File: config.mk
export PLATFORM = sky130hd
export DESIGN_NAME = pss_top
export DESIGN_NICKNAME = d
export VERILOG_FILES = /design/src/core/pss_pkg.sv /design/src/core/pss_clamp.sv /design/src/core/pss_led.sv /design/src/core/pss_top.sv
export VERILOG_INCLUDE_DIRS = /design/src /design/src/core
export SDC_FILE = /design/constraint.sdc
export NUM_CORES = 1
export LEC_CHECK = 0
export BUFFER_PORTS_ARGS = -buffer_cell sky130_fd_sc_hd__buf_2
export CAP_MARGIN = 5
export CORE_MARGIN = 4
export CORE_UTILIZATION = 59
export CTS_CLUSTER_DIAMETER = 150
export DETAILED_ROUTE_END_ITERATION = 6
export PLACE_DENSITY = 0.8
export REMOVE_ABC_BUFFERS = 1
export SLEW_MARGIN = 20
export SYNTH_ARGS = -nofsm -noshare
export SYNTH_HDL_FRONTEND = slang
export SYNTH_SLANG_ARGS = --single-unit
File: constraint.sdc
create_clock -name pclk -period 3.3 [get_ports pclk]
set_input_delay 0.165 -clock pclk [delete_from_list [all_inputs] [get_ports pclk]]
set_output_delay 0.165 -clock pclk [all_outputs]
set_load 0.01 [all_outputs]
File: src/core/pss_defs.svh
// pump speed supervisor: register offsets, field positions, resets, timing counts
// assumes a 125 MHz pclk and 32-bit apb word addressing
// Summary of operation
// - self-test supply voltage before starting motor
// - boost at maximum speed, at most 5 minutes
// - current below threshold drops to nominal speed
// - no re-boost until stop and restart
// - stand-by setpoint defaults 66.7 percent, writable
// - stand-by speed confined to 30..100 percent
// - setpoint mode runs speed setpoint 30..170 percent
// - out-of-range setpoint clamps to nearest valid
// - setpoint mode wins over stand-by
// - set speed readable through two registers
// - led dark when supply inadequate
// - 1 Hz blink 10/50/90 percent by state
// - led steady at speed, 10 Hz on defect
// - temperature thresholds fixed, not writable
// - above 75 C limit to nominal, warn
// - below 72 C clear warning limit
// - above 85 C stop motor, latch malfunction
// - power cycle clears malfunction once cause gone
`ifndef PSS_DEFS_SVH
`define PSS_DEFS_SVH

// ------------------------------------------------------------
// register byte offsets
// ------------------------------------------------------------
`define PSS_CTRL_OFF 12'h000
`define PSS_STBY_SP_OFF 12'h004
`define PSS_SPD_SP_OFF 12'h008
`define PSS_SET_SPD_A_OFF 12'h00C
`define PSS_SET_SPD_B_OFF 12'h010
`define PSS_STATUS_OFF 12'h014
`define PSS_TEMP_OFF 12'h018

// ------------------------------------------------------------
// control fields
// ------------------------------------------------------------
`define PSS_CTRL_ON_BIT 0
`define PSS_CTRL_STBY_BIT 1
`define PSS_CTRL_MODE_BIT 2
`define PSS_CTRL_ACK_BIT 3
`define PSS_CTRL_ERST_BIT 4

// ------------------------------------------------------------
// setpoints in tenths of a percent
// ------------------------------------------------------------
`define PSS_STBY_SP_RST 11'h29B
`define PSS_SPD_SP_RST 11'h3E8
`define PSS_NOMINAL 11'h3E8
`define PSS_STBY_MIN 11'h12C
`define PSS_STBY_MAX 11'h3E8
`define PSS_SPD_MIN 11'h12C
`define PSS_SPD_MAX 11'h6A4
`define PSS_BOOST_SPD 11'h6A4

// ------------------------------------------------------------
// temperatures in degrees celsius
// ------------------------------------------------------------
`define PSS_T_WARN 8'h4B
`define PSS_T_WARN_CLR 8'h48
`define PSS_T_FAULT 8'h55

// ------------------------------------------------------------
// timing
// ------------------------------------------------------------
`define PSS_CLK_HZ 125000000
`define PSS_BOOST_MIN 5
`define PSS_BOOST_CYC (`PSS_BOOST_MIN * 60 * 64'h7735940)
`define PSS_SELFTEST_CYC 16
`define PSS_SLOW_HZ 1
`define PSS_FAST_HZ 10
`define PSS_LED_STEPS 100

`endif

File: src/core/pss_pkg.sv
// pump speed supervisor types
// assumes pss_defs.svh supplies the numeric constants
package pss_pkg;
	typedef enum logic [5:0] {
		PSS_OFF = 6'b000001,
		PSS_TEST = 6'b000010,
		PSS_BOOST = 6'b000100,
		PSS_RUN = 6'b001000,
		PSS_FAULT = 6'b010000,
		PSS_DOWN = 6'b100000
	} pss_state_t;

	typedef struct packed {
		logic supply_ok;
		logic current_low;
		logic rotating;
		logic at_speed;
		logic [7:0] temp_c;
	} pss_sense_t;

	typedef struct packed {
		logic [6:0] duty;
		logic fast;
		logic dark;
	} pss_led_cfg_t;
endpackage : pss_pkg

File: src/core/pss_clamp.sv
// setpoint clamp to a permitted window
// assumes all values in tenths of a percent
`timescale 1ns/1ps
module pss_clamp
	import pss_pkg::*;
#(
	parameter int W = 11
) (
	input wire logic [W-1:0] value,
	input wire logic [W-1:0] lo,
	input wire logic [W-1:0] hi,
	output logic [W-1:0] clamped
);
	// ------------------------------------------------------------
	// nearest valid value
	// ------------------------------------------------------------
	always_comb begin
		if (value < lo) begin
			clamped = lo;
		end else if (value > hi) begin
			clamped = hi;
		end else begin
			clamped = value;
		end
	end
endmodule : pss_clamp

File: src/core/pss_led.sv
// status led pattern generator
// assumes one pclk; periods from the clock rate
`timescale 1ns/1ps
`include "pss_defs.svh"
module pss_led
	import pss_pkg::*;
#(
	parameter int CLK_HZ = `PSS_CLK_HZ
) (
	input wire logic pclk,
	input wire logic presetn,
	input wire pss_led_cfg_t cfg,
	output logic led_q
);
	localparam int SLOW_DIV = CLK_HZ / (`PSS_SLOW_HZ * `PSS_LED_STEPS);
	localparam int FAST_DIV = CLK_HZ / (`PSS_FAST_HZ * `PSS_LED_STEPS);

	logic [31:0] div_q;
	logic [6:0] step_q;
	logic tick;

	// ------------------------------------------------------------
	// prescaler: one enable per hundredth of a period
	// ------------------------------------------------------------
	assign tick = (div_q >= 32'(cfg.fast ? FAST_DIV - 1 : SLOW_DIV - 1));

	always_ff @(posedge pclk or negedge presetn) begin
		if (!presetn) begin
			div_q <= 32'h0;
		end else if (tick) begin
			div_q <= 32'h0;
		end else begin
			div_q <= div_q + 32'h1;
		end
	end

	// step within the period; compare against the duty
	always_ff @(posedge pclk or negedge presetn) begin
		if (!presetn) begin
			step_q <= 7'h0;
		end else if (tick) begin
			step_q <= (step_q == 7'(`PSS_LED_STEPS - 1)) ? 7'h0 : step_q + 7'h1;
		end
	end

	always_ff @(posedge pclk or negedge presetn) begin
		if (!presetn) begin
			led_q <= 1'b0;
		end else begin
			led_q <= !cfg.dark && (step_q < cfg.duty);
		end
	end
endmodule : pss_led

File: src/core/pss_top.sv
// pump speed supervisor: start sequence, speed selection, temperature and led
// assumes sense inputs synchronous to pclk; registers over apb
// assumes the motor drive follows speed_cmd_q and reports back through sense
`timescale 1ns/1ps
`include "pss_defs.svh"
module pss_top
	import pss_pkg::*;
#(
	parameter longint BOOST_CYC = `PSS_BOOST_CYC,
	parameter int TEST_CYC = `PSS_SELFTEST_CYC
) (
	input wire logic pclk,
	input wire logic presetn,
	input wire logic psel,
	input wire logic penable,
	input wire logic pwrite,
	input wire logic [11:0] paddr,
	input wire logic [31:0] pwdata,
	output logic [31:0] prdata,
	output logic pready,
	output logic pslverr,
	input wire pss_sense_t sense,
	output logic motor_on_q,
	output logic [10:0] speed_cmd_q,
	output logic warn_q,
	output logic fault_q,
	output logic led
);
	pss_state_t state_q, state_d;
	logic [4:0] ctrl_q;
	logic [10:0] stby_sp_q;
	logic [10:0] spd_sp_q;
	logic [63:0] boost_cnt_q;
	logic [31:0] test_cnt_q;
	logic ack_arm_q;
	logic ack_done_q;
	logic on_prev_q;
	logic [10:0] stby_clamped;
	logic [10:0] spd_clamped;
	logic [10:0] target;
	logic wr_en;
	logic ctrl_wr;
	logic erst_wr;
	logic addr_ok;
	logic over_fault;
	logic fault_gone;
	pss_led_cfg_t led_cfg;

	// ------------------------------------------------------------
	// apb access decode
	// ------------------------------------------------------------
	// zero wait states: access completes in its first access cycle
	// writes to the read-only words are dropped quietly; only an address
	// outside the map answers with an error
	assign pready = 1'b1;
	assign wr_en = psel && penable && pwrite;
	assign ctrl_wr = wr_en && paddr == `PSS_CTRL_OFF;
	always_comb begin
		case (paddr)
			`PSS_CTRL_OFF, `PSS_STBY_SP_OFF, `PSS_SPD_SP_OFF, `PSS_SET_SPD_A_OFF,
			`PSS_SET_SPD_B_OFF, `PSS_STATUS_OFF, `PSS_TEMP_OFF: addr_ok = 1'b1;
			default: addr_ok = 1'b0;
		endcase
	end
	// error is combinational and only high in the access phase
	assign pslverr = psel && penable && !addr_ok;

	// control bits: on, stand-by, setpoint mode, acknowledge, error reset
	// reset value 1 gives the automatic start once the reset lifts
	always_ff @(posedge pclk or negedge presetn) begin
		if (!presetn) begin
			ctrl_q <= 5'h01; // automatic start after power-up
		end else if (ctrl_wr) begin
			ctrl_q <= pwdata[4:0];
		end
	end

	// setpoints; temperature limits are constants with no write path
	always_ff @(posedge pclk or negedge presetn) begin
		if (!presetn) begin
			stby_sp_q <= `PSS_STBY_SP_RST;
			spd_sp_q <= `PSS_SPD_SP_RST;
		end else if (wr_en) begin
			if (paddr == `PSS_STBY_SP_OFF) begin
				stby_sp_q <= pwdata[10:0];
			end
			if (paddr == `PSS_SPD_SP_OFF) begin
				spd_sp_q <= pwdata[10:0];
			end
		end
	end

	// read mux registered so read data comes from flip-flops
	// loaded in the setup cycle so the word stands through the access cycle;
	// a read therefore shows state as it was one cycle before the answer
	always_ff @(posedge pclk or negedge presetn) begin
		if (!presetn) begin
			prdata <= 32'h0;
		end else if (psel && !penable && !pwrite) begin
			case (paddr)
				`PSS_CTRL_OFF: prdata <= {27'h0, ctrl_q};
				`PSS_STBY_SP_OFF: prdata <= {21'h0, stby_sp_q};
				`PSS_SPD_SP_OFF: prdata <= {21'h0, spd_sp_q};
				`PSS_SET_SPD_A_OFF: prdata <= {21'h0, speed_cmd_q};
				`PSS_SET_SPD_B_OFF: prdata <= {21'h0, target};
				`PSS_STATUS_OFF: prdata <= {26'h0, state_q};
				`PSS_TEMP_OFF: prdata <= {21'h0, fault_q, warn_q, motor_on_q, sense.temp_c};
				default: prdata <= 32'h0;
			endcase
		end
	end

	// ------------------------------------------------------------
	// setpoint selection
	// ------------------------------------------------------------
	// stand-by window is 30 to 100 percent of nominal
	pss_clamp #(.W(11)) u_stby_clamp (
		.value(stby_sp_q),
		.lo(`PSS_STBY_MIN),
		.hi(`PSS_STBY_MAX),
		.clamped(stby_clamped)
	);

	// setpoint window is 30 to 170 percent of nominal
	pss_clamp #(.W(11)) u_spd_clamp (
		.value(spd_sp_q),
		.lo(`PSS_SPD_MIN),
		.hi(`PSS_SPD_MAX),
		.clamped(spd_clamped)
	);

	// setpoint mode is checked first so it wins over stand-by
	// with neither mode set the motor runs at nominal
	always_comb begin
		if (ctrl_q[`PSS_CTRL_MODE_BIT]) begin
			target = spd_clamped;
		end else if (ctrl_q[`PSS_CTRL_STBY_BIT]) begin
			target = stby_clamped;
		end else begin
			target = `PSS_NOMINAL;
		end
	end

	// ------------------------------------------------------------
	// temperature supervision with hysteresis
	// ------------------------------------------------------------
	// warning set above the warn level, cleared only below the lower one;
	// limits are macros with no write path, so software cannot move them
	always_ff @(posedge pclk or negedge presetn) begin
		if (!presetn) begin
			warn_q <= 1'b0;
		end else if (sense.temp_c > `PSS_T_WARN) begin
			warn_q <= 1'b1;
		end else if (sense.temp_c < `PSS_T_WARN_CLR) begin
			warn_q <= 1'b0;
		end
	end

	// fault level has no hysteresis; clearing needs a restart or an ack
	assign over_fault = sense.temp_c > `PSS_T_FAULT;
	assign fault_gone = !over_fault;

	// error reset acts on the write itself, so a reset bit left set in the
	// control word cannot clear a later malfunction by itself
	assign erst_wr = ctrl_wr && pwdata[`PSS_CTRL_ERST_BIT];

	// acknowledge sequence: ack bit seen 0, then 1, then error reset
	always_ff @(posedge pclk or negedge presetn) begin
		if (!presetn) begin
			ack_arm_q <= 1'b0;
			ack_done_q <= 1'b0;
		end else if (!fault_q) begin
			ack_arm_q <= 1'b0;
			ack_done_q <= 1'b0;
		end else begin
			if (!ctrl_q[`PSS_CTRL_ACK_BIT]) begin
				ack_arm_q <= 1'b1;
			end else if (ack_arm_q) begin
				ack_done_q <= 1'b1;
			end
		end
	end

	// malfunction latch; a new overtemperature beats any clear
	always_ff @(posedge pclk or negedge presetn) begin
		if (!presetn) begin
			fault_q <= 1'b0;
		end else if (over_fault) begin
			fault_q <= 1'b1;
		end else if (fault_gone && on_prev_q && !ctrl_q[`PSS_CTRL_ON_BIT]) begin
			fault_q <= 1'b0;
		end else if (ack_done_q && erst_wr) begin
			fault_q <= 1'b0;
		end
	end

	// previous on bit; its falling edge is the switch-off that clears a fault
	// reset low, so no false off edge follows reset
	always_ff @(posedge pclk or negedge presetn) begin
		if (!presetn) begin
			on_prev_q <= 1'b0;
		end else begin
			on_prev_q <= ctrl_q[`PSS_CTRL_ON_BIT];
		end
	end

	// ------------------------------------------------------------
	// run sequence
	// ------------------------------------------------------------
	// off -> self-test -> boost -> down -> run; a fault from boost or run
	// parks in fault until the latch clears, then the sequence starts over
	// from off, so a restart always passes the supply test again
	always_comb begin
		state_d = state_q;
		case (state_q)
			PSS_OFF: begin
				if (ctrl_q[`PSS_CTRL_ON_BIT] && !fault_q) begin
					state_d = PSS_TEST;
				end
			end
			PSS_TEST: begin
				// stay here until supply passes; never start on a bad supply
				if (!ctrl_q[`PSS_CTRL_ON_BIT]) begin
					state_d = PSS_OFF;
				end else if (test_cnt_q >= 32'(TEST_CYC - 1) && sense.supply_ok) begin
					state_d = PSS_BOOST;
				end
			end
			PSS_BOOST: begin
				if (fault_q) begin
					state_d = PSS_FAULT;
				end else if (!ctrl_q[`PSS_CTRL_ON_BIT]) begin
					state_d = PSS_OFF;
				end else if (sense.current_low || boost_cnt_q >= 64'(BOOST_CYC - 1)) begin
					state_d = PSS_DOWN;
				end
			end
			PSS_DOWN: begin
				// one cycle still at the boost command; the selected speed loads on the edge that enters run
				state_d = PSS_RUN;
			end
			PSS_RUN: begin
				// no direct path back to boost; the off path and the fault path both lead back through off
				if (fault_q) begin
					state_d = PSS_FAULT;
				end else if (!ctrl_q[`PSS_CTRL_ON_BIT]) begin
					state_d = PSS_OFF;
				end
			end
			PSS_FAULT: begin
				if (!fault_q) begin
					state_d = PSS_OFF;
				end
			end
			default: state_d = PSS_OFF;
		endcase
	end

	// state register
	always_ff @(posedge pclk or negedge presetn) begin
		if (!presetn) begin
			state_q <= PSS_OFF;
		end else begin
			state_q <= state_d;
		end
	end

	// self-test and boost timers
	// self-test count saturates so a late supply still passes at once
	always_ff @(posedge pclk or negedge presetn) begin
		if (!presetn) begin
			test_cnt_q <= 32'h0;
		end else if (state_q != PSS_TEST) begin
			test_cnt_q <= 32'h0;
		end else if (test_cnt_q < 32'(TEST_CYC - 1)) begin
			test_cnt_q <= test_cnt_q + 32'h1;
		end
	end

	// 64 bits: five minutes of clock cycles does not fit in 32
	// boost time counts from the first boost cycle
	always_ff @(posedge pclk or negedge presetn) begin
		if (!presetn) begin
			boost_cnt_q <= 64'h0;
		end else if (state_q != PSS_BOOST) begin
			boost_cnt_q <= 64'h0;
		end else begin
			boost_cnt_q <= boost_cnt_q + 64'h1;
		end
	end

	// ------------------------------------------------------------
	// motor command
	// ------------------------------------------------------------
	// overtemperature is tested before the latch so the motor drops on the
	// same edge that the fault latches; a warning caps boost and setpoint alike
	always_ff @(posedge pclk or negedge presetn) begin
		if (!presetn) begin
			motor_on_q <= 1'b0;
			speed_cmd_q <= 11'h0;
		end else if (over_fault || fault_q) begin
			motor_on_q <= 1'b0;
			speed_cmd_q <= 11'h0;
		end else if (state_q == PSS_BOOST) begin
			motor_on_q <= 1'b1;
			speed_cmd_q <= warn_q ? `PSS_NOMINAL : `PSS_BOOST_SPD;
		end else if (state_q == PSS_RUN || state_q == PSS_DOWN) begin
			motor_on_q <= 1'b1;
			speed_cmd_q <= (warn_q && target > `PSS_NOMINAL) ? `PSS_NOMINAL : target;
		end else begin
			motor_on_q <= 1'b0;
			speed_cmd_q <= 11'h0;
		end
	end

	// ------------------------------------------------------------
	// led pattern selection
	// ------------------------------------------------------------
	// a fault outranks every other pattern; a dark led outranks them all
	always_comb begin
		led_cfg.dark = !sense.supply_ok;
		led_cfg.fast = 1'b0;
		if (fault_q) begin
			led_cfg.fast = 1'b1;
			led_cfg.duty = 7'h32;
		end else if (!motor_on_q) begin
			led_cfg.duty = sense.rotating ? 7'h32 : 7'h0A;
		end else if (!sense.at_speed) begin
			led_cfg.duty = 7'h5A;
		end else begin
			led_cfg.duty = 7'h64;
		end
	end

	// blink timing runs from the full clock rate, so a slow period spans one second, a fast one 100 ms
	pss_led u_led (
		.pclk(pclk),
		.presetn(presetn),
		.cfg(led_cfg),
		.led_q(led)
	);
endmodule : pss_top

# Yosys cells after proc, flatten, opt, wreduce, memory -nomap -nowiden

Cells that the tools add are included.
Widths: inputs -> output; s select.

Bits in registers: 218
Bits of input ports: 61
Output and inout bits: 49
Logic and storage cells: 136

Add/subtract/negate cells: 4
$lt $le $gt $ge: 13
Equal/unequal tests: 23
Mux-type cells: 47
Reduce and logical (&&, ||, !) cells: 32

Operator list:

| cell                  | count |
|---|---|
| $mux 11               | 11 |
| $mux 32               | 3 |
| $pmux 11 s7           | 1 |
| $mux 6                | 11 |
| $add 32x1->32 const B | 2 |
| $add 64x1->64 const B | 1 |
| $ge 64x36->1 const B  | 1 |
| $mux 64               | 1 |
| $eq 12x5->1 const B   | 3 |
| $pmux 6 s6            | 1 |
| $ge 32x32->1          | 1 |
| $ge 32x4->1 const B   | 1 |
| $lt 32x4->1 const B   | 1 |
| $eq 12x4->1 const B   | 2 |
| $gt 11x10->1 const B  | 2 |
| $lt 11x9->1 const B   | 2 |
| $mux 21               | 1 |
| $mux 7                | 3 |
| $gt 8x7->1 const B    | 2 |
| $mux 1                | 15 |
| $logic_and 1x1->1     | 14 |
| $eq 12x3->1 const B   | 1 |
| $logic_not 12->1      | 1 |
| $gt 11x11->1 const B  | 1 |
| other kinds (23)      | 37 |

# Longest topological paths before layout

Depth in word-level cells: 11
Mapped depth: 11
Mapped depth without buffers: 9

# Cells and area by module

From an unflattened synthesis, not the netlist that was laid out.

Cell total of the unflattened synthesis: 1290
Area, all modules: 11962.7 µm²

By module, submodules not included:

| module    | instances | cells an instance | area an instance (µm²) | seq. area each (µm²) |
|---|---|---|---|---|
| pss_top   | 1         | 852               | 8221.6                 | 3946.3 |
| pss_led   | 1         | 196               | 2062.0                 | 1001.0 |
| pss_clamp | 2         | 121               | 839.6                  | 0.0 |

# Worst setup path before layout

OpenSTA, ideal clock, no wires.

Path kind: register to register
Start point: register fault_q
End point: register u_led.step_q[0]
Library setup time: 128 ps
Arrival: 2757 ps
Required time: 3172 ps
Setup slack: 416 ps
Stages on the path, launching flop included: 11
Buffers on the path: 2
Period minus slack after synthesis: 2884 ps
Cell sequence: dfrtp_1 > clkbuf_1 > clkinv_1 > ha_1 > a21o_1 > a21o_1 > a21oi_1 > o2111ai_1 > or2_1 > buf_2 > mux2_1

Word-level cells in the longest chain between the ends: 3

Ends and longest elaborated chain:

| what                   | RTL line       | RTL |
|---|---|---|
| start, declared        | pss_top.sv:26  | `output logic fault_q,` |
| start signal, assigned | pss_top.sv:187 | `fault_q <= 1'b0;` |
| start signal, assigned | pss_top.sv:189 | `fault_q <= 1'b1;` |
| start signal, assigned | pss_top.sv:191 | `fault_q <= 1'b0;` |
| $mux 1                 | pss_top.sv:323 | `if (fault_q) begin` |
| $mux 21                | pss_led.sv:25  | `assign tick = (div_q >= 32'(cfg.fast ? FAST_DIV - 1 : SLOW_DIV - 1));` |
| $ge 32x32->1           | pss_led.sv:25  |  |
| end signal, assigned   | pss_led.sv:42  | `` step_q <= (step_q == 7'(`PSS_LED_STEPS - 1)) ? 7'h0 : step_q + 7'h1; `` |
| end, declared          | pss_led.sv:19  | `logic [6:0] step_q;` |

No other way between the ends.
A chain may end at the register's enable or synchronous reset.

# Worst setup path in the final report

Same ends and word-level chain as after synthesis.

==> impl_metrics.ini <==
[run_status]
status = completed

[synth]
synth_top_cell_by_area = dfrtp_1
postSynthAreaPerCell_um2 = 9.99
synth_xor_area_frac = 0.0728
synth_top_family_by_area = simple AND/OR/NAND/NOR gates
yosys.area.top_type_share = 0.453
synth_ff_type = dfrtp_1
synth_edf_count = 0
ys_ff_latch = 197
ys_seq_area_frac = 0.490
yosys-top-cells-area = dfrtp_1, nor2_1, xor2_1, dfstp_2, mux2_2
yosys-top-cells-count = dfrtp_1, nor2_1, nand2_1, xor2_1, and2_1
synthSimpleGateAreaFrac = 0.223
yosysMostFrequentCell = dfrtp_1
ys_warn_count = 0
synth_mux_area_frac = 0.0424
syn_inst = 1011
synth_fa_ha_area_frac = 0.0245
netlist_area_um2 = 10100
synth_cell_type_count = 79
synth_async_sr_flop_share = 1.00
synth_compound_area_frac = 0.107

[clock_network]
clkLatencyLatePin_ns = 0.44
cts-root-buf = clkbuf_16
clkSlewWorstSetupHoldPaths_ns = 0.07
cts_tree = built
cts_htree_levels = 4
clockBufferDepth = 2
cts.sinks = 197
postCtsSetupRepairBufs = 0
numCtsBuffers = 17

[global_route]
grt_pass1_vias = 7745
track_usage = 0.237
grt_max_degree = 102
gr-usage-met3 = 0.0559
grtUsageMet1 = 0.328
grt-ovfl-total = 0
grt_pass1_wl_um = 38100
antenna_found_initial = 0
use_met2 = 0.378
gr-max-usage-layer = met2

[sta]
finalMaxSlewViolations = 0
hold_viol = 0
period_needed_ns = 3.07
fin_setup_tns_ns = 0
hold_slack_ns = 0.0144
post-route-period-util = 0.930
final-setup-viol-count = 0
fmax_mhz = 326
finClkSkew_ns = 0.00851
max_slew.worst_pin.slew_ns = 0.798
maxSlewHeadroom = 0.467
rsz0062_at_grt = false

[power_and_ir_drop]
power_density_nw_per_um2 = 445
p_leak_uw = 0.00503
max-vdd-ir-drop_uv = 377

[route]
detail_route.wl_per_cell_um = 16.8
ant_nets = 0
drt_wl_total_um = 22300
viasPerCell = 5.93
num_vias = 7851
drt_iter0_drc = 701
drcViolationCount = 0
drt_pass1_iterations = 5

[critical_path]
crit_top_cell = a21o_1
crit_slowest_cell = dfrtp_1
worst_ep_required_time_ns = 3.62
cp.arrival_ns = 3.39
cp-end-kind = register
slowest_delay_ns = 0.57
critPathKind = register to register
start_kind = register
path_cells = clkinv_1 > ha_1 > a21o_1 > a21o_1 > a21oi_1 > o2111ai_1 > or2_1 > mux2_1
crit_fanout = 11

[finish]
nets = 1172
design_area_um2 = 11400
fin_cells = 1325
syn2layout_area_growth_pct = 12.6
drive_above_1_share = 0.155
diodes = 0

[placed_design]
io_buffers = 66
place_area_um2 = 10600
dpl.hpwl_um = 15700
dp_cells = 1281
place.gp.congestion = 0.923

[floorplan]
die-area_um2 = 19300
dieHeight_um = 139
initial_core_util = 0.605
die_w_um = 139
core.rowCount = 47
io_pins = 110
core_um2 = 16700

[worst_hold_path]
hold_class = input pin to register

[flow_run]
cap_violations = 0
==> path summary, 6_finish.rpt <==
path | from | end | slack, ns | cells after the start
min in group asynchronous | presetn | test_cnt_q[18] | 0.36 | 2
setup / recovery | fault_q | u_led.step_q[0] | 0.23 | 8
max in group asynchronous | presetn | spd_sp_q[3] | 2.01 | 3
hold reg to reg | test_cnt_q[15] | test_cnt_q[15] | 0.49 | 1
setup reg to reg | fault_q | u_led.step_q[0] | 0.23 | 8
hold / removal | pwdata[0] | spd_sp_q[0] | 0.01 | 2
==> logic make-up (layout without fill, tap and decap cells) <==
group / after synthesis / after routing
AOI/OAI and AO/OA: 153 / 153
xor gates and xnor gates: 84 / 84
adders and majority gates: 20 / 20
buffers and inverters: 80 / 144
DFF: 197 / 197
muxes: 39 / 39
other: 2 / 32
and+or+nand+nor: 436 / 436
==> layer usage <==
metal	vias up	routed length (um)
li1	3710	-
met1	3844	9810
met2	258	10500
met3	39	1600
met4	0	357
met5	-	0
==> critical path: cells and delay by family, from the launching register on <==
| kind | cells | cell delay (ns) |
|---|---|---|
| AOI/OAI and AO/OA | 4 | 0.75 |
| DFF | 1 | 0.57 |
| adders and majority gates | 1 | 0.45 |
| buffers and inverters | 1 | 0.43 |
| and+or+nand+nor | 1 | 0.41 |
| muxes | 1 | 0.34 |
==> area by class of cell <==
class	instances	area, um^2
fillers	1261	5330
flip-flops and latches	197	4950
multi-input cells	764	4890
repair buffers	95	587
clock buffers	19	453
well taps	220	275
clock inverters	13	161
inverters	17	63.8
==> cells in the final DEF (no fill, tap or decap), types with 5 or more instances in the layout <==
cell type,synthesis,final
nand2_1,73,73
o31ai_1,7,7
xnor2_1,30,30
o221ai_1,6,6
nand4_1,27,27
a21oi_1,29,29
nand3_1,41,40
dfrtp_1,183,183
and4_1,11,11
conb_1,2,32
nor4_1,21,21
nor2b_1,8,8
mux2i_1,9,9
and3_1,12,12
nor3_1,21,21
dfstp_2,14,14
xor2_1,54,54
or3_1,6,6
a221oi_1,6,6
ha_1,19,19
inv_1,16,16
clkbuf_16,0,17
a31oi_1,6,6
o21ai_0,25,25
nor2_1,133,133
mux2_2,27,27
nand2b_1,6,6
o2111ai_1,5,5
buf_4,23,17
o21a_1,9,9
buf_2,7,65
a21o_1,12,12
dlygate4sd3_1,0,12
and2_1,43,43
==> stage by stage <==
step | power (uW) | utilization | setup slack, ns
global route | 5260 | 0.681 | 0.0650
CTS | 5090 | 0.681 | 0.228
detailed placement | 2950 | 0.637 | 0.297
global placement | 2930 | 0.637 | 0.355
finish | 5060 | 0.681 | 0.232
floorplan | 2780 | - | 0.235
==> where the power goes <==
group / switching [uW] / internal (uW)
clock: 961 / 1180
sequential: 68.6 / 2480
combinational: 199 / 162
total: 1230 / 3830
==> registers in the layout, summed over array words and instances, names as in the netlist <==
register,count
boost_cnt_q,64
speed_cmd_q,11
ctrl_q,5
ack_arm_q,1
stby_sp_q,11
spd_sp_q,11
prdata,11
u_led.div_q,32
warn_q,1
ack_done_q,1
on_prev_q,1
fault_q,1
u_led.led_q,1
motor_on_q,1
state_q,6
test_cnt_q,32
u_led.step_q,7
==> what timing repair did <==
action | 4_1_cts | 5_1_grt
resized for setup | 0 | 0
hold buffers | 12 | 0
hold endpoints to repair | 116 | 0
(Power assumes the default switching activity.)
